<file path="config.mk">
export PLATFORM = sky130hd
export DESIGN_NAME = scspi_ctrl
export DESIGN_NICKNAME = d
export VERILOG_FILES = /design/src/verilog/scspi_pkg.sv /design/src/verilog/scspi_ctrl.sv
export VERILOG_INCLUDE_DIRS = /design/src /design/src/verilog
export SDC_FILE = /design/constraint.sdc
export NUM_CORES = 1
export LEC_CHECK = 0
export ABC_AREA = 1
export CAP_MARGIN = 0
export CORE_MARGIN = 8
export CORE_UTILIZATION = 54
export DETAILED_ROUTE_END_ITERATION = 6
export DONT_BUFFER_PORTS = 1
export HOLD_SLACK_MARGIN = 0.05
export PLACE_DENSITY_LB_ADDON = 0.05
export RECOVER_POWER = 50
export SLEW_MARGIN = 20
export SYNTH_ARGS = -nofsm -noshare
export SYNTH_HDL_FRONTEND = slang
export SYNTH_SLANG_ARGS = --single-unit
</file>
<file path="constraint.sdc">
create_clock -name i_core_clk -period 3.2 [get_ports i_core_clk]
set_clock_uncertainty 0.15 [all_clocks]
set_input_delay 0.32 -clock i_core_clk [delete_from_list [all_inputs] [get_ports i_core_clk]]
set_output_delay 0.32 -clock i_core_clk [all_outputs]
set_load 0.1 [all_outputs]
</file>
<file path="src/verilog/scspi_defs.svh">
// constants of the smart card serial control block
// assumes inclusion by bare name from the design file
`ifndef SCSPI_DEFS_SVH
`define SCSPI_DEFS_SVH

`define SCSPI_WORD_BITS 8
`define SCSPI_FIFO_DEPTH 8
`define SCSPI_DIV_RST 4'h0
`define SCSPI_SIM_RST 1'b0
`define SCSPI_DATA_RST 9'h000
`define SCSPI_VALID_BIT 8
`define SCSPI_SUPPLY_OFF 2'h0
`define SCSPI_ST_COLL 0
`define SCSPI_ST_CARD0 1
`define SCSPI_ST_CARD1 2
`define SCSPI_ST_ALARM 3
`define SCSPI_ST_EDGE 4
`define SCSPI_IFACE_INTERNAL_IFACE_ONE 3'h0
`define SCSPI_IFACE_EXT 3'h4

`endif

</file>
<file path="src/verilog/scspi_pkg.sv">
// types shared by the smart card serial control block
// assumes scspi_defs.svh for the numeric constants
package scspi_pkg;
	typedef enum logic [1:0] {
		SCSPI_IDLE,
		SCSPI_LOW,
		SCSPI_HIGH
	} scspi_state_t;

	typedef enum logic [2:0] {
		SCSPI_DMA_NONE,
		SCSPI_DMA_C0_RX,
		SCSPI_DMA_C0_TX,
		SCSPI_DMA_C1_RX,
		SCSPI_DMA_C1_TX
	} scspi_dma_map_t;
endpackage
</file>
<file path="src/verilog/scspi_ctrl.sv">
// smart card serial front end: spi master, command queue, slot map,
// dma routing, alarm status, plus the receive fifo
// assumes one 100 MHz clock, control bits as plain same-clock ports
//
// What this block does
// - shift 8-bit words out and in, most significant bit first
// - master only, two active-low selects choose the interface chip
// - serial clock rests low, goes high once per bit
// - serial clock is core clock over 2*(divider+1)
// - full duplex: one byte received for each byte sent
// - data write starts transfer; bit 8 low while busy, high when valid
// - byte received during an automatic command is discarded
// - serial input sampled on the falling serial clock edge
// - reset/power request queued, sent once current transfer ends
// - command word opens with 3-bit interface address, 000..011, 100
// - command word carries active-low card reset bit
// - command carries 2-bit clock divider and 2-bit supply, 00 off
// - channel 0 main card, channel 1 sim; inactive lines held low
// - sim choice selects sim driven by channel 1, first after reset
// - each dma channel maps to any card rx/tx or none; none at reset
// - collision flag set when data written during unfinished data transfer
// - alarm status follows the combined active-low alarm input
// - alarm edge flag set on high-to-low alarm transition
// - three sources masked into one alarm irq; card irqs only visible
// - dma requests follow card rx word available and tx space
// - collision flag clears when status is read
`timescale 1ns/1ps
`include "scspi_defs.svh"

module scspi_fifo #(
	parameter int WIDTH = 8,
	parameter int DEPTH = 8
) (
	input wire logic i_core_clk,
	input wire logic i_rst_n,
	input wire logic i_in_valid,
	output logic o_in_ready,
	input wire logic [WIDTH-1:0] i_in_data,
	output logic o_out_valid,
	input wire logic i_out_ready,
	output logic [WIDTH-1:0] o_out_data
);
	localparam int AW = $clog2(DEPTH);
	localparam logic [AW:0] FULL_CNT = (AW+1)'(DEPTH);
	logic [WIDTH-1:0] mem [DEPTH];
	logic [AW-1:0] wr_ptr;
	logic [AW-1:0] rd_ptr;
	logic [AW:0] count;
	logic [AW:0] next_count;
	logic push;
	logic pop;

	assign push = i_in_valid & o_in_ready;
	assign pop = o_out_valid & i_out_ready;
	assign o_out_data = mem[rd_ptr];

	always_comb begin
		next_count = count;
		if (push && !pop) begin
			next_count = count + 1'b1;
		end else if (pop && !push) begin
			next_count = count - 1'b1;
		end
	end

	always_ff @(posedge i_core_clk) begin
		if (push) begin
			mem[wr_ptr] <= i_in_data;
		end
	end

	always_ff @(posedge i_core_clk or negedge i_rst_n) begin
		if (!i_rst_n) begin
			wr_ptr <= '0;
			rd_ptr <= '0;
			count <= '0;
			o_in_ready <= 1'b0;
			o_out_valid <= 1'b0;
		end else begin
			if (push) begin
				wr_ptr <= wr_ptr + 1'b1;
			end
			if (pop) begin
				rd_ptr <= rd_ptr + 1'b1;
			end
			count <= next_count;
			o_in_ready <= next_count != FULL_CNT;
			o_out_valid <= next_count != '0;
		end
	end
endmodule

module scspi_ctrl
	import scspi_pkg::*;
(
	input wire logic i_core_clk,
	input wire logic i_rst_n,
	input wire logic i_data_wr,
	input wire logic [7:0] i_data_byte,
	input wire logic i_data_slot,
	output logic [8:0] o_serial_data_reg,
	input wire logic i_div_wr,
	input wire logic [3:0] i_div_value,
	input wire logic i_cmd_req,
	input wire logic i_supply_on_command,
	input wire logic i_card_reset_low_bit,
	input wire logic [2:0] i_cmd_target,
	input wire logic i_cmd_slot,
	input wire logic [1:0] i_card_clock_div_reg,
	input wire logic [1:0] i_supply_voltage,
	output logic o_serial_clock_out,
	output logic o_serial_data_out,
	input wire logic i_serial_data_in,
	output logic o_iface_select_first_n,
	output logic o_iface_select_second_n,
	output logic o_rx_valid,
	input wire logic i_rx_ready,
	output logic [7:0] o_rx_data,
	input wire logic i_sim_wr,
	input wire logic i_sim_choice,
	output logic o_sim_choice,
	input wire logic [1:0] i_card_active,
	input wire logic [1:0] i_card_clk,
	input wire logic [1:0] i_card_io,
	output logic o_main_clk,
	output logic o_main_io,
	output logic o_sim_clk,
	output logic o_sim_io,
	input wire logic i_dma_wr,
	input wire logic [2:0] i_dma_rx_map,
	input wire logic [2:0] i_dma_tx_map,
	input wire logic [1:0] i_card_rx_avail,
	input wire logic [1:0] i_card_tx_space,
	output logic [1:0] o_dma_req,
	input wire logic i_combined_alarm_in_n,
	input wire logic [1:0] i_card_irq,
	input wire logic [4:0] i_alarm_mask_reg,
	input wire logic i_status_read,
	output logic [4:0] o_alarm_status_reg,
	output logic o_alarm_irq
);
	scspi_state_t state;
	logic [3:0] serial_clock_divider_reg;
	logic [3:0] cur_div;
	logic [3:0] tick;
	logic [2:0] bit_idx;
	logic [7:0] tx_shift;
	logic [7:0] rx_shift;
	logic cur_is_cpu;
	logic cpu_pending;
	logic [7:0] cpu_byte;
	logic cpu_slot;
	logic cmd_pending;
	logic [7:0] cmd_word;
	logic cmd_slot;
	logic cpu_busy;
	logic start_cmd;
	logic start_cpu;
	logic xfer_done;
	logic fifo_ready;
	logic miso_meta;
	logic miso_sync;
	logic alarm_meta;
	logic alarm_sync;
	logic alarm_prev;
	logic alarm_fall;
	logic collide;
	scspi_dma_map_t dma_map [2];
	logic dma_req [2];

	function automatic logic dma_pick(scspi_dma_map_t m,
			logic [1:0] rx, logic [1:0] tx);
		logic r;
		r = 1'b0;
		unique case (m)
			SCSPI_DMA_NONE: r = 1'b0;
			SCSPI_DMA_C0_RX: r = rx[0];
			SCSPI_DMA_C0_TX: r = tx[0];
			SCSPI_DMA_C1_RX: r = rx[1];
			SCSPI_DMA_C1_TX: r = tx[1];
			default: r = 1'b0;
		endcase
		return r;
	endfunction

	////////////////////////////////////////////////////////////////////////
	// request handling

	assign cpu_busy = cpu_pending | (state != SCSPI_IDLE & cur_is_cpu);
	assign collide = i_data_wr & cpu_busy;
	assign start_cmd = state == SCSPI_IDLE & cmd_pending;
	assign start_cpu = state == SCSPI_IDLE & !cmd_pending & cpu_pending
		& fifo_ready;
	assign xfer_done = state == SCSPI_HIGH & tick == '0 & bit_idx == 3'h7;

	always_ff @(posedge i_core_clk or negedge i_rst_n) begin
		if (!i_rst_n) begin
			serial_clock_divider_reg <= `SCSPI_DIV_RST;
		end else if (i_div_wr) begin
			serial_clock_divider_reg <= i_div_value;
		end
	end

	// colliding write is dropped, pending byte kept
	always_ff @(posedge i_core_clk or negedge i_rst_n) begin
		if (!i_rst_n) begin
			cpu_pending <= 1'b0;
			cpu_byte <= '0;
			cpu_slot <= 1'b0;
		end else if (i_data_wr && !cpu_busy) begin
			cpu_pending <= 1'b1;
			cpu_byte <= i_data_byte;
			cpu_slot <= i_data_slot;
		end else if (start_cpu) begin
			cpu_pending <= 1'b0;
		end
	end

	// a newer request replaces one still waiting
	always_ff @(posedge i_core_clk or negedge i_rst_n) begin
		if (!i_rst_n) begin
			cmd_pending <= 1'b0;
			cmd_word <= '0;
			cmd_slot <= 1'b0;
		end else if (i_cmd_req) begin
			cmd_pending <= 1'b1;
			cmd_slot <= i_cmd_slot;
			cmd_word <= {i_cmd_target, i_card_reset_low_bit,
				i_card_clock_div_reg,
				i_supply_on_command ? i_supply_voltage : `SCSPI_SUPPLY_OFF};
		end else if (start_cmd) begin
			cmd_pending <= 1'b0;
		end
	end

	////////////////////////////////////////////////////////////////////////
	// serial engine

	always_ff @(posedge i_core_clk or negedge i_rst_n) begin
		if (!i_rst_n) begin
			miso_meta <= 1'b0;
			miso_sync <= 1'b0;
		end else begin
			miso_meta <= i_serial_data_in;
			miso_sync <= miso_meta;
		end
	end

	always_ff @(posedge i_core_clk or negedge i_rst_n) begin
		if (!i_rst_n) begin
			state <= SCSPI_IDLE;
			tick <= '0;
			cur_div <= `SCSPI_DIV_RST;
			bit_idx <= '0;
			tx_shift <= '0;
			rx_shift <= '0;
			cur_is_cpu <= 1'b0;
			o_serial_clock_out <= 1'b0;
			o_serial_data_out <= 1'b0;
			o_iface_select_first_n <= 1'b1;
			o_iface_select_second_n <= 1'b1;
		end else begin
			unique case (state)
				SCSPI_IDLE: begin
					if (start_cmd || start_cpu) begin
						state <= SCSPI_LOW;
						tick <= serial_clock_divider_reg;
						cur_div <= serial_clock_divider_reg;
						bit_idx <= '0;
						cur_is_cpu <= start_cpu;
						tx_shift <= start_cmd ? cmd_word : cpu_byte;
						o_serial_data_out <= start_cmd ? cmd_word[7] :
							cpu_byte[7];
						o_iface_select_first_n <= start_cmd ? cmd_slot :
							cpu_slot;
						o_iface_select_second_n <= start_cmd ? !cmd_slot :
							!cpu_slot;
					end
				end
				SCSPI_LOW: begin
					if (tick == '0) begin
						state <= SCSPI_HIGH;
						tick <= cur_div;
						o_serial_clock_out <= 1'b1;
					end else begin
						tick <= tick - 1'b1;
					end
				end
				SCSPI_HIGH: begin
					if (tick == '0) begin
						o_serial_clock_out <= 1'b0;
						rx_shift <= {rx_shift[6:0], miso_sync};
						tx_shift <= {tx_shift[6:0], 1'b0};
						if (bit_idx == 3'h7) begin
							state <= SCSPI_IDLE;
							o_serial_data_out <= 1'b0;
							o_iface_select_first_n <= 1'b1;
							o_iface_select_second_n <= 1'b1;
						end else begin
							state <= SCSPI_LOW;
							tick <= cur_div;
							bit_idx <= bit_idx + 1'b1;
							o_serial_data_out <= tx_shift[6];
						end
					end else begin
						tick <= tick - 1'b1;
					end
				end
			endcase
		end
	end

	// automatic command bytes never reach the data register
	always_ff @(posedge i_core_clk or negedge i_rst_n) begin
		if (!i_rst_n) begin
			o_serial_data_reg <= `SCSPI_DATA_RST;
		end else if (i_data_wr && !cpu_busy) begin
			o_serial_data_reg[`SCSPI_VALID_BIT] <= 1'b0;
		end else if (xfer_done && cur_is_cpu) begin
			o_serial_data_reg <= {1'b1, rx_shift[6:0], miso_sync};
		end
	end

	// stalls new data transfers while full
	scspi_fifo #(
		.WIDTH(`SCSPI_WORD_BITS),
		.DEPTH(`SCSPI_FIFO_DEPTH)
	) rx_fifo (
		.i_core_clk(i_core_clk),
		.i_rst_n(i_rst_n),
		.i_in_valid(xfer_done & cur_is_cpu),
		.o_in_ready(fifo_ready),
		.i_in_data({rx_shift[6:0], miso_sync}),
		.o_out_valid(o_rx_valid),
		.i_out_ready(i_rx_ready),
		.o_out_data(o_rx_data)
	);

	////////////////////////////////////////////////////////////////////////
	// card channel map and dma routing

	always_ff @(posedge i_core_clk or negedge i_rst_n) begin
		if (!i_rst_n) begin
			o_sim_choice <= `SCSPI_SIM_RST;
			o_main_clk <= 1'b0;
			o_main_io <= 1'b0;
			o_sim_clk <= 1'b0;
			o_sim_io <= 1'b0;
		end else begin
			if (i_sim_wr) begin
				o_sim_choice <= i_sim_choice;
			end
			o_main_clk <= i_card_active[0] & i_card_clk[0];
			o_main_io <= i_card_active[0] & i_card_io[0];
			o_sim_clk <= i_card_active[1] & i_card_clk[1];
			o_sim_io <= i_card_active[1] & i_card_io[1];
		end
	end

	// one flop per channel, gathered onto the output vector
	assign o_dma_req = {dma_req[1], dma_req[0]};

	for (genvar g = 0; g < 2; g++) begin : g_dma
		always_ff @(posedge i_core_clk or negedge i_rst_n) begin
			if (!i_rst_n) begin
				dma_map[g] <= SCSPI_DMA_NONE;
				dma_req[g] <= 1'b0;
			end else begin
				if (i_dma_wr) begin
					dma_map[g] <= scspi_dma_map_t'(g == 0 ? i_dma_rx_map :
						i_dma_tx_map);
				end
				dma_req[g] <= dma_pick(dma_map[g], i_card_rx_avail,
					i_card_tx_space);
			end
		end
	end

	////////////////////////////////////////////////////////////////////////
	// alarm status and interrupt

	always_ff @(posedge i_core_clk or negedge i_rst_n) begin
		if (!i_rst_n) begin
			alarm_meta <= 1'b1;
			alarm_sync <= 1'b1;
			alarm_prev <= 1'b1;
		end else begin
			alarm_meta <= i_combined_alarm_in_n;
			alarm_sync <= alarm_meta;
			alarm_prev <= alarm_sync;
		end
	end

	assign alarm_fall = alarm_prev & !alarm_sync;

	// collision and edge flags sticky: a new event beats the read clear
	always_ff @(posedge i_core_clk or negedge i_rst_n) begin
		if (!i_rst_n) begin
			o_alarm_status_reg <= '0;
		end else begin
			o_alarm_status_reg[`SCSPI_ST_COLL] <= collide |
				(o_alarm_status_reg[`SCSPI_ST_COLL] & !i_status_read);
			o_alarm_status_reg[`SCSPI_ST_EDGE] <= alarm_fall |
				(o_alarm_status_reg[`SCSPI_ST_EDGE] & !i_status_read);
			o_alarm_status_reg[`SCSPI_ST_ALARM] <= !alarm_sync;
			o_alarm_status_reg[`SCSPI_ST_CARD0] <= i_card_irq[0];
			o_alarm_status_reg[`SCSPI_ST_CARD1] <= i_card_irq[1];
		end
	end

	always_ff @(posedge i_core_clk or negedge i_rst_n) begin
		if (!i_rst_n) begin
			o_alarm_irq <= 1'b0;
		end else begin
			o_alarm_irq <= (o_alarm_status_reg[`SCSPI_ST_COLL] &
				i_alarm_mask_reg[`SCSPI_ST_COLL])
				| (o_alarm_status_reg[`SCSPI_ST_ALARM] &
				i_alarm_mask_reg[`SCSPI_ST_ALARM])
				| (o_alarm_status_reg[`SCSPI_ST_EDGE] &
				i_alarm_mask_reg[`SCSPI_ST_EDGE]);
		end
	end

	////////////////////////////////////////////////////////////////////////
	// checks

	logic [4:0] hi_len;

	always_ff @(posedge i_core_clk or negedge i_rst_n) begin
		if (!i_rst_n) begin
			hi_len <= '0;
		end else begin
			hi_len <= o_serial_clock_out ? hi_len + 1'b1 : '0;
		end
	end
endmodule

</file>
Word level (Yosys, flattened, before mapping)
Memory sizes are Yosys's and may differ from the RTL's.
Cells that the tools add are included.

storage, ports and cells
  flip-flop bits (word level) = 101
  RAM bits = 64
  bits of input ports = 58
  output and inout bits = 35
  logic and storage cells = 171
  memories = 1

operators by class
  add/subtract/negate cells = 6
  equal/unequal tests = 18
  muxes and demuxes = 47
  bitwise gates (word level) = 27
  reduce and logical (&&, ||, !) cells = 31

memory list
  name         words  bits a word  rd ports  clocked after memory_dff  wr ports  line              text
  rx_fifo.mem  8      8            1         0                         1         scspi_ctrl.sv:45  logic [WIDTH-1:0] mem [DEPTH];

operator list
  kind                                                   number
  two-way mux 4 bit                                      6
  bitwise AND 1 bit                                      21
  two-way mux 7 bit                                      3
  two-way mux 1 bit                                      20
  case mux 7 bit (2 select lines)                        1
  == test 3 x 2 -> 1 bit, second input constant          4
  case mux 4 bit (3 select lines)                        1
  nonzero test 2 bit                                     6
  adder 3 x 1 -> 3 bit, second input constant            3
  == test 3 bit, second input constant                   3
  two-way mux 3 bit                                      3
  two-way mux 9 bit                                      1
  AND reduction 3 bit                                    3
  logical NOT 1 bit                                      8
  two-way mux 2 bit                                      4
  case mux 1 bit (2 select lines)                        4
  case mux 1 bit (4 select lines)                        2
  AND reduction 2 bit                                    4
  AND reduction 4 bit                                    2
  subtractor 4 x 1 -> 4 bit, second input constant       2
  == test 3 x 1 -> 1 bit, second input constant          2
  inequality test 2 x 1 -> 1 bit, second input constant  3
  case mux 2 bit (3 select lines)                        1
  case mux 3 bit (2 select lines)                        1
  13 further kinds                                       21

Depth between registers and ports, before layout
Gate-level depths: netlist (run 1).

  depth after elaboration = 10
  mapped depth = 12
  gate-level depth less buffers = 12

By module
A second synthesis (run 1) with hierarchy kept.

second synthesis, totals
  cell total of the unflattened synthesis = 745
  area total of the unflattened synthesis = 7134.3 µm²

modules (own cells, without submodules)
  module      times used  cells an instance  area each (µm²)  sequential area each (µm²)
  scspi_ctrl  1           456                3951.3           2233.4
  scspi_fifo  1           289                3183.1           2222.1

Worst setup path before layout (run 1)
Ideal clock, no wire load.

  path type = register -> output
  from = reg rx_fifo.rd_ptr[1]
  to = out o_rx_data[6]
  arrival = 2.651 ns
  data required time = 2.730 ns
  setup slack = 0.079 ns
  stages on the path, launching flop included = 7
  buffers on the path = 1
  path through = dfrtp_1 inv_1 clkbuf_1 o21ai_0 o22ai_1 nor2_1 a31oi_1

between the ends
  cells in the longest elaborated chain, start to end = 1

RTL lines
  what                     line               text
  from (decl)              scspi_ctrl.sv:47   logic [AW-1:0] rd_ptr;
  from (signal assigned)   scspi_ctrl.sv:84   rd_ptr <= rd_ptr + 1'b1;
  memory read (8 x 8 bit)  -
  to (decl)                scspi_ctrl.sv:118  output logic [7:0] o_rx_data,

Every way passes these cells.

Final worst setup path (run 1)
  from = reg rx_fifo.rd_ptr[0]
  to = out o_rx_data[7]

Same word-level chain as after synthesis.

==> impl_metrics.tcl, run 1 <==
set metrics [dict create \
    crit_path_end_kind "output pin" \
    grt_pass1_wl_mm 24.7 \
    grt.overflow.total 0 \
    critPathMaxFanout 26 \
    htreeDepth 4 \
    crit-reg2reg-launch "state[0]$_DFFE_PN0P_" \
    die-area_sq_mm 0.0168 \
    critPathBufInv 3 \
    syn_nets 750 \
    p_sw_mw 3.48 \
    die-height_um 129 \
    hold_viol 0 \
    slowest_stage "inv_1" \
    p_leak_nw 3.68 \
    grt_usage_pct 19.2 \
    antenna_found_initial 1 \
    synth_top_area_share_pct 34.6 \
    rsz0062_at_grt "no" \
    hold_depth 2 \
    first_global_vias 5208 \
    rr_worst_depth 10 \
    violations "max-capacitance violations, max-slew violations" \
    clockBufferDepth 2 \
    hp-start "i_rx_ready" \
    layout_commonest_cell "nand2_1" \
    r2r_setup_slack_ns 0.83 \
    numClockSinks 165 \
    crit_chain "inv_1, buf_4, o21ai_0, a31oi_2, buf_4" \
    cp.required_ns 2.73 \
    whs_ns 0.0585 \
    start_util_pct 55.1 \
    portBuffers 0 \
    fillers 988 \
    period_minus_slack_ns 2.76 \
    powerDensity_mw_per_mm2 984 \
    avgRoutedWirePerCell_um 15.8 \
    path_delay_family "buffers and inverters" \
    crit_path_frequent_cell "buf_4" \
    pin_count 93 \
    worst_path_largest_cell_delay_ns 0.55 \
    synth_area_leader_cell "dfrtp_1" \
    nNetsFinal 828 \
    sw_frac_of_total_pct 41.7 \
    max_freq_ghz 0.362 \
    hold_end "rx_fifo.rd_ptr[0]$_DFFE_PN0P_" \
    gp_congestion 0.778 \
    cts.clk_slew.worst_paths_ns 0.06 \
    ys_warn_count 0 \
    design_area_sq_mm 0.00849 \
    viasPerCell 5.20 \
    fin_util_pct 67.3 \
    path_class "reg2out" \
    synth_cells 681 \
    ys_ff_latch 165 \
    largest_reg_flops 64 \
    syn2layout_area_growth_pct 22.2 \
    ant_nets 0 \
    post_cts_buffers 0 \
    vdd_drop_max_v 0.000587 \
    r2r_end "tx_shift[3]$_DFFE_PN0P_" \
    fin_cells 945 \
    placementRows 41 \
    hold_path_class "in2reg" \
    synthDistinctLibCells 39 \
    seq_power_share_pct 38.0 \
    power_frac_comb_pct 36.3 \
    hpwl_mm 9.66 \
    syn_area_per_cell_sq_um 10.2 \
    cp-start-kind "flip-flop" \
    drive_gt1_share_pct 11.8 \
    root_buffer "clkbuf_16" \
    wl_mm 14.9 \
    cts_buffers 17 \
    cap_violations 1 \
    drt_iter0_drc 328 \
    setup_viol 0 \
    maxSlewViolCount 102 \
    relSlewSlack_pct -45.6 \
    fin_crit_sh_pct 86.2 \
    internal-power_mw 4.87 \
    grt_max_degree 102 \
    coreArea_sq_mm 0.0126 \
    drtPass1Iterations 4 \
    status "finished, violations left" \
    dr_total_vias 4912 \
    dieWidth_um 129 \
    syn_area_sq_mm 0.00695 \
    clk_latency_ns 0.42 \
    p_clk_share_pct 25.6 \
    layout_common_cells "nand2_1 (156), o21ai_0 (100), dfrtp_1 (96)" \
    arrival_ns 2.29 \
    dpl_cell_area_sq_mm 0.00731 \
    synth_seq_area_share_pct 64.1 \
    worst_pin_slew_ns 2.18 \
    dp.cells 857 \
    cts_tree "done" \
    final.setup.tns_ns 0 \
    synthTopCellsByArea "dfrtp_1 (35%), edfxtp_1 (28%), nand2_1 (8.4%), o21ai_0 (7.2%), nor2_1 (3.6%)" \
    drc 0 \
]
## power by group through the flow
stage	Combinational, mW	Sequential, mW	Clock, mW
after detailed placement	2.96	3.21	0
after global routing	3.38	3.22	2.26
after floorplan	2.26	3.17	0
after global placement	2.89	3.19	0
after CTS	3.07	3.18	2.18
final	3.04	3.18	2.14
## layout make-up
cell class | instances | area, sq um | share of cell area, %
diodes | 1 | 2.50 | 0.0295
clock buffers | 26 | 529 | 6.23
clock inverters | 6 | 111 | 1.31
inverters | 67 | 256 | 3.02
multi-input cells | 431 | 2210 | 26.1
flip-flops and latches | 165 | 4460 | 52.5
well taps | 172 | 215 | 2.53
repair buffers | 77 | 711 | 8.37
## worst max path at each step
stage	from	end	slack, ns	cells after the start
final	rx_fifo.rd_ptr[0]$_DFFE_PN0P_	o_rx_data[7]	0.44	5
after global routing	i_rst_n	rx_fifo.rd_ptr[1]$_DFFE_PN0P_	0.18	2
after CTS	rx_fifo.rd_ptr[0]$_DFFE_PN0P_	o_rx_data[1]	0.42	5
after detailed placement	state[0]$_DFFE_PN0P_	tx_shift[6]$_DFFE_PN0P_	0.84	10
after global placement	state[0]$_DFFE_PN0P_	tx_shift[6]$_DFFE_PN0P_	0.85	10
after floorplan	rx_fifo.rd_ptr[1]$_DFFE_PN0P_	o_rx_data[6]	0.08	6
## per-stage QoR
stage	total power [mW]	worst slack [ns]
after floorplan	5.44	0.0785
after global placement	6.08	0.853
after detailed placement	6.17	0.843
after CTS	8.43	0.416
after global routing	8.86	0.177
final	8.35	0.441
## synth_stat cells (all sizes together)
master,count
xor2,4
clkbuf,13
nand2,162
mux2,2
xnor2,1
o21bai,2
nand4,2
o21ai,108
dfrtp,96
nand3,21
nand3b,1
o22ai,9
or2,2
nor2,72
edfxtp,64
clkinv,3
a21oi,13
inv,64
dfstp,5
ha,11
a31oi,8
nor4,1
nor3,10
o211ai,2
buf,5
## per-layer routing
| layer | part of all wire [%] | vias to the layer above | GRT usage, % | wire [um] |
|---|---|---|---|---|
| met5 | 0 | - | 0 | 0 |
| met1 | 40 | 2386 | 20.4 | 5950 |
| met4 | 1.6 | 0 | 7.17 | 245 |
| li1 | - | 2420 | - | - |
| met2 | 55 | 89 | 35.5 | 8200 |
| met3 | 3.6 | 17 | 5.09 | 532 |
## cell families (layout without fill, tap and decap cells)
group / Yosys count / in the layout / share of synthesized area (%)
compound gates: 142 / 142 / 10.9
buf+inv: 85 / 176 / 4.79
flops: 165 / 165 / 64.1
mux: 2 / 2 / 0.324
xor+xnor: 5 / 5 / 0.630
other cells: 0 / 1 / 0
simple gates: 271 / 271 / 17.2
fa+ha+maj: 11 / 11 / 1.98
## what timing repair did
item                                   in CTS  in global routing
resized for setup                           0                  0
hold buffers                               55                  0
endpoints found under the hold margin     146                  0
Power figures use the tool's default switching activity.
==> run 2: changes to the inputs <==
--- a/config.mk
+++ b/config.mk
@@ -8,8 +8,9 @@
 export LEC_CHECK = 0
 export ABC_AREA = 1
 export CAP_MARGIN = 0
-export CORE_MARGIN = 8
+export CORE_MARGIN = 5
 export CORE_UTILIZATION = 54
+export CTS_BUF_LIST = sky130_fd_sc_hd__clkbuf_2 sky130_fd_sc_hd__clkbuf_4 sky130_fd_sc_hd__clkbuf_8
 export DETAILED_ROUTE_END_ITERATION = 6
 export DONT_BUFFER_PORTS = 1
 export HOLD_SLACK_MARGIN = 0.05
==> impl_metrics.tcl, run 2 (synthesis gave the netlist of run 1 again) <==
set metrics [dict create \
    syn2layout_area_growth_pct 18.8 \
    design_area_sq_mm 0.00826 \
    cp-start-kind "flip-flop" \
    critPathCapture "o_rx_data[1]" \
    first_global_vias 4903 \
    period_minus_slack_ns 2.79 \
    clockBufferDepth 2 \
    gr-usage-met2_pct 36.9 \
    power_mw 7.62 \
    die-area_sq_mm 0.0152 \
    nNetsFinal 830 \
    hpwl_mm 9.39 \
    gp_congestion 0.842 \
    r2r_setup_slack_ns 0.85 \
    critPathMaxFanout 26 \
    antenna_found_initial 0 \
    cts_buffers 17 \
    cap_violations 1 \
    layout_common_cells "nand2_1 (156), o21ai_0 (100), dfrtp_1 (96)" \
    final.setup.tns_ns 0 \
    drtPass1Iterations 4 \
    grt_pass1_wl_mm 24.0 \
    dpl_cell_area_sq_mm 0.00731 \
    path_class "reg2out" \
    max_freq_ghz 0.358 \
    dr_total_vias 4847 \
    root_buffer "clkbuf_8" \
    htreeDepth 4 \
    placementRows 41 \
    avgRoutedWirePerCell_um 15.0 \
    crit-reg2reg-launch "state[0]$_DFFE_PN0P_" \
    portBuffers 0 \
    coreArea_sq_mm 0.0126 \
    die-height_um 123 \
    numClockSinks 165 \
    drc 0 \
    powerDensity_mw_per_mm2 923 \
    arrival_ns 2.32 \
    largest_reg_flops 64 \
    top_usage_layer "met2" \
    violations "max-capacitance violations, max-slew violations" \
    grt_max_degree 102 \
    maxSlewViolCount 102 \
    vdd_drop_max_v 0.000786 \
    hold_viol 0 \
    status "finished, violations left" \
    layout_commonest_cell "nand2_1" \
    dp.cells 857 \
    cts.clk_slew.worst_paths_ns 0.08 \
    setup_viol 0 \
    r2r_end "tx_shift[6]$_DFFE_PN0P_" \
    rsz0062_at_grt "no" \
    drt_iter0_drc 350 \
    hold_path_class "reg2reg" \
    dieWidth_um 123 \
    globalRouteMet1Util_pct 24.6 \
    n_antenna_cell 0 \
    start_util_pct 55.1 \
    grt_usage_pct 20.5 \
    startpoint "rx_fifo.rd_ptr[0]$_DFFE_PN0P_" \
    p_leak_nw 3.58 \
    fillers 983 \
    rr_worst_depth 10 \
    cts_tree "done" \
    drive_gt1_share_pct 12.0 \
    fin_crit_sh_pct 87.2 \
    crit_path_end_kind "output pin" \
    use_met3_pct 4.30 \
    clk_latency_ns 0.45 \
    fin_cells 946 \
    viasPerCell 5.12 \
    whs_ns 0.211 \
    pin_count 93 \
    worst_pin_slew_ns 2.17 \
    wl_mm 14.2 \
    cp.required_ns 2.73 \
    ant_nets 0 \
    relSlewSlack_pct -45.0 \
    grt.overflow.total 0 \
]
==> run 2: changes by cell type in the layout (fill, tap and decap cells not counted) <==
| cell | before | now |
|---|---|---|
| clkbuf_16 | 19 | 0 |
| clkbuf_8 | 2 | 19 |
| clkbuf_1 | 3 | 0 |
| clkinv_2 | 1 | 4 |
| dlygate4sd3_1 | 54 | 56 |
| bufinv_16 | 3 | 2 |
| clkbuf_4 | 2 | 3 |
| clkinv_1 | 2 | 3 |
| clkinvlp_4 | 1 | 2 |
| diode_2 | 1 | 0 |
| inv_4 | 0 | 1 |
| inv_6 | 1 | 0 |
==> run 2: area by class of cell <==
class	count	area, sq um	area share (%)
Clock inverter	10	105	1.27
Clock buffer	22	284	3.44
Multi-Input combinational cell	431	2210	26.8
Sequential cell	165	4460	53.9
Tap cell	172	215	2.61
Timing Repair Buffer	79	731	8.85
Inverter	67	256	3.11
==> run 2: critical path: stages (launching register included) <==
cell     delay, ns
dfrtp_1       0.38
inv_1         0.54
o21ai_0       0.17
o22ai_1       0.15
nor2_1        0.08
a31oi_2       0.22
buf_4         0.33
==> run 2: worst min-delay path by stage <==
stage	slack, ns	endpoint	cells past startpoint	start
floorplan	-0.13	bit_idx[0]$_DFFE_PN0P_	0	i_rst_n
global placement	-0.12	cpu_byte[4]$_DFFE_PN0P_	0	i_rst_n
detailed placement	-0.12	cpu_byte[4]$_DFFE_PN0P_	0	i_rst_n
CTS	0.21	alarm_sync$_DFF_PN1_	0	alarm_meta$_DFF_PN1_
global route	0.22	alarm_sync$_DFF_PN1_	0	alarm_meta$_DFF_PN1_
finish	0.21	miso_sync$_DFF_PN0_	0	miso_meta$_DFF_PN0_
==> run 2: timing repair <==
item	CTS	global route
endpoints found under the hold margin	147	0
hold buffers	57	0
buffers inserted	0	0
resized for setup	0	0
==> run 2: layer usage <==
metal	share of wire [%]	up-vias	wire, um
li1	-	2414	-
met1	41	2332	5790
met2	54	87	7680
met3	3.5	14	500
met4	1.5	0	215
met5	0	-	0
==> run 2: per-stage QoR <==
step | setup slack [ns] | util, %
detailed placement | 0.835 | 57.9
global route | 0.155 | 65.5
floorplan | 0.0785 | -
global placement | 0.847 | 57.9
CTS | 0.354 | 65.6
finish | 0.409 | 65.5
==> run 2: where the power goes <==
| group | switching (mW) | internal, mW | leakage [nW] |
|---|---|---|---|
| Sequential | 0.558 | 2.60 | 1.84 |
| Combinational | 2.13 | 0.888 | 1.54 |
| Clock | 0.693 | 0.752 | 0.201 |
==> run 3: changes to the inputs <==
--- a/config.mk
+++ b/config.mk
@@ -8,8 +8,10 @@
 export LEC_CHECK = 0
 export ABC_AREA = 1
 export CAP_MARGIN = 0
+export CELL_PAD_IN_SITES_DETAIL_PLACEMENT = 1
+export CELL_PAD_IN_SITES_GLOBAL_PLACEMENT = 2
 export CORE_MARGIN = 5
-export CORE_UTILIZATION = 54
+export CORE_UTILIZATION = 42
 export CTS_BUF_LIST = sky130_fd_sc_hd__clkbuf_2 sky130_fd_sc_hd__clkbuf_4 sky130_fd_sc_hd__clkbuf_8
 export DETAILED_ROUTE_END_ITERATION = 6
 export DONT_BUFFER_PORTS = 1
==> impl_metrics.tcl, run 3 (synthesis gave the netlist of run 1 again) <==
set metrics [dict create \
    status "completed" \
    power_mw 7.95 \
    die-area_sq_mm 0.0192 \
    crit-reg2reg-launch "state[1]$_DFFE_PN0P_" \
    critPathMaxFanout 22 \
    avgRoutedWirePerCell_um 16.9 \
    top_layer "met4" \
    hold_path_class "reg2reg" \
    path_class "reg2out" \
    max_freq_ghz 0.351 \
    power_frac_comb_pct 39.5 \
    drc 0 \
    first_global_vias 5623 \
    start_util_pct 42.4 \
    root_buffer "clkbuf_8" \
    die-height_um 139 \
    viasPerCell 5.03 \
    grt_pass1_wl_mm 28.7 \
    place_ws_ns 0.793 \
    n_antenna_cell 0 \
    fin_crit_sh_pct 89.1 \
    dpl_cell_area_sq_mm 0.00737 \
    worst_pin_slew_ns 1.40 \
    r2r_end "cpu_slot$_DFFE_PN0P_" \
    layout_common_cells "nand2_1 (156), o21ai_0 (100), dfrtp_1 (96)" \
    cp-start-kind "flip-flop" \
    cp.required_ns 2.73 \
    rr_worst_depth 9 \
    p_leak_nw 3.62 \
    p_clk_share_pct 20.6 \
    dr_total_vias 5026 \
    drt-met1-wl_mm 6.88 \
    htreeDepth 4 \
    hp-start "miso_meta$_DFF_PN0_" \
    startpoint "rx_fifo.rd_ptr[0]$_DFFE_PN0P_" \
    layout_commonest_cell "nand2_1" \
    post_cts_buffers 0 \
    drt_iter0_drc 270 \
    pin_count 93 \
    internal-power_mw 4.33 \
    grt_max_degree 102 \
    coreArea_sq_mm 0.0164 \
    gp_congestion 0.730 \
    design_area_sq_mm 0.00841 \
    clockBufferDepth 2 \
    register_area_sq_mm 0.00446 \
    numClockSinks 165 \
    cts.clk_slew.worst_paths_ns 0.09 \
    arrival_ns 2.38 \
    rsz0062_at_grt "no" \
    period_minus_slack_ns 2.85 \
    vdd_drop_max_v 0.000747 \
    r2r_setup_slack_ns 0.70 \
    cap_violations 0 \
    placementRows 47 \
    cts_resized 0 \
    multiInputGateArea_sq_mm 0.00221 \
    hold_viol 0 \
    fin_util_pct 51.3 \
    cts_hold_buf 61 \
    cts_buffers 17 \
    seq_power_share_pct 39.9 \
    fillers 1789 \
    dieWidth_um 139 \
    ant_nets 0 \
    setup_viol 0 \
    critPathCapture "o_rx_data[7]" \
    sw_frac_of_total_pct 45.5 \
    crit_path_end_kind "output pin" \
    grt.overflow.total 0 \
    maxSlewViolCount 0 \
    relSlewSlack_pct 6.43 \
    nNetsFinal 835 \
    wl_met3_um 621 \
    drtPass1Iterations 4 \
    cts_tree "done" \
    powerDensity_mw_per_mm2 944 \
    largest_reg_flops 64 \
    syn2layout_area_growth_pct 21.0 \
    worst_slack_ns 0.350 \
    drive_gt1_share_pct 12.2 \
    grt_usage_pct 18.5 \
    portBuffers 0 \
    met2_wirelength_mm 9.10 \
    hpwl_mm 11.2 \
    wl_mm 16.9 \
    antenna_found_initial 0 \
    final.setup.tns_ns 0 \
    p_sw_mw 3.61 \
    clk_latency_ns 0.46 \
]
-- run 3: area by class of cell --
| class | instances | area share, % |
|---|---|---|
| Clock buffer | 19 | 2.96 |
| Clock inverter | 13 | 2.19 |
| Inverter | 67 | 3.05 |
| Multi-Input combinational cell | 431 | 26.3 |
| Sequential cell | 165 | 53.0 |
| Tap cell | 220 | 3.27 |
| Timing Repair Buffer | 84 | 9.28 |
-- run 3: per-stage QoR --
stage	hold WS, ns	std cells
global route	0.215	999
CTS	0.210	999
finish	0.208	999
detailed placement	-0.123	906
global placement	-0.123	906
floorplan	-0.126	681
-- run 3: power by group through the flow --
| stage | sequential [mW] | clock, mW | combinational, mW |
|---|---|---|---|
| floorplan | 3.17 | 0 | 2.26 |
| detailed placement | 3.22 | 0 | 3.06 |
| CTS | 3.17 | 1.68 | 3.20 |
| global placement | 3.19 | 0 | 2.94 |
| finish | 3.17 | 1.64 | 3.14 |
| global route | 3.22 | 1.77 | 3.49 |
-- run 3: worst max-delay path, cell delays in order (launching register included) --
cell and delay, ns:
dfrtp_1 0.39, inv_1 0.52, buf_4 0.30, o21ai_0 0.15, a31oi_2 0.24, buf_4 0.32
-- run 3: worst min-delay path by stage --
stage                                           end  slack (ns)  cells past startpoint
floorplan                    bit_idx[0]$_DFFE_PN0P_       -0.13                      0
finish                          miso_sync$_DFF_PN0_        0.21                      0
detailed placement          cpu_byte[4]$_DFFE_PN0P_       -0.12                      0
global placement    o_alarm_status_reg[1]$_DFF_PN0_       -0.12                      0
CTS                            alarm_meta$_DFF_PN1_        0.21                      1
global route                   alarm_meta$_DFF_PN1_        0.21                      1
-- run 3: layer usage --
| layer | up-vias | track usage [%] |
|---|---|---|
| met1 | 2486 | 21.2 |
| met3 | 31 | 4.45 |
| li1 | 2431 | - |
| met5 | - | 0 |
| met4 | 0 | 6.18 |
| met2 | 78 | 33.8 |
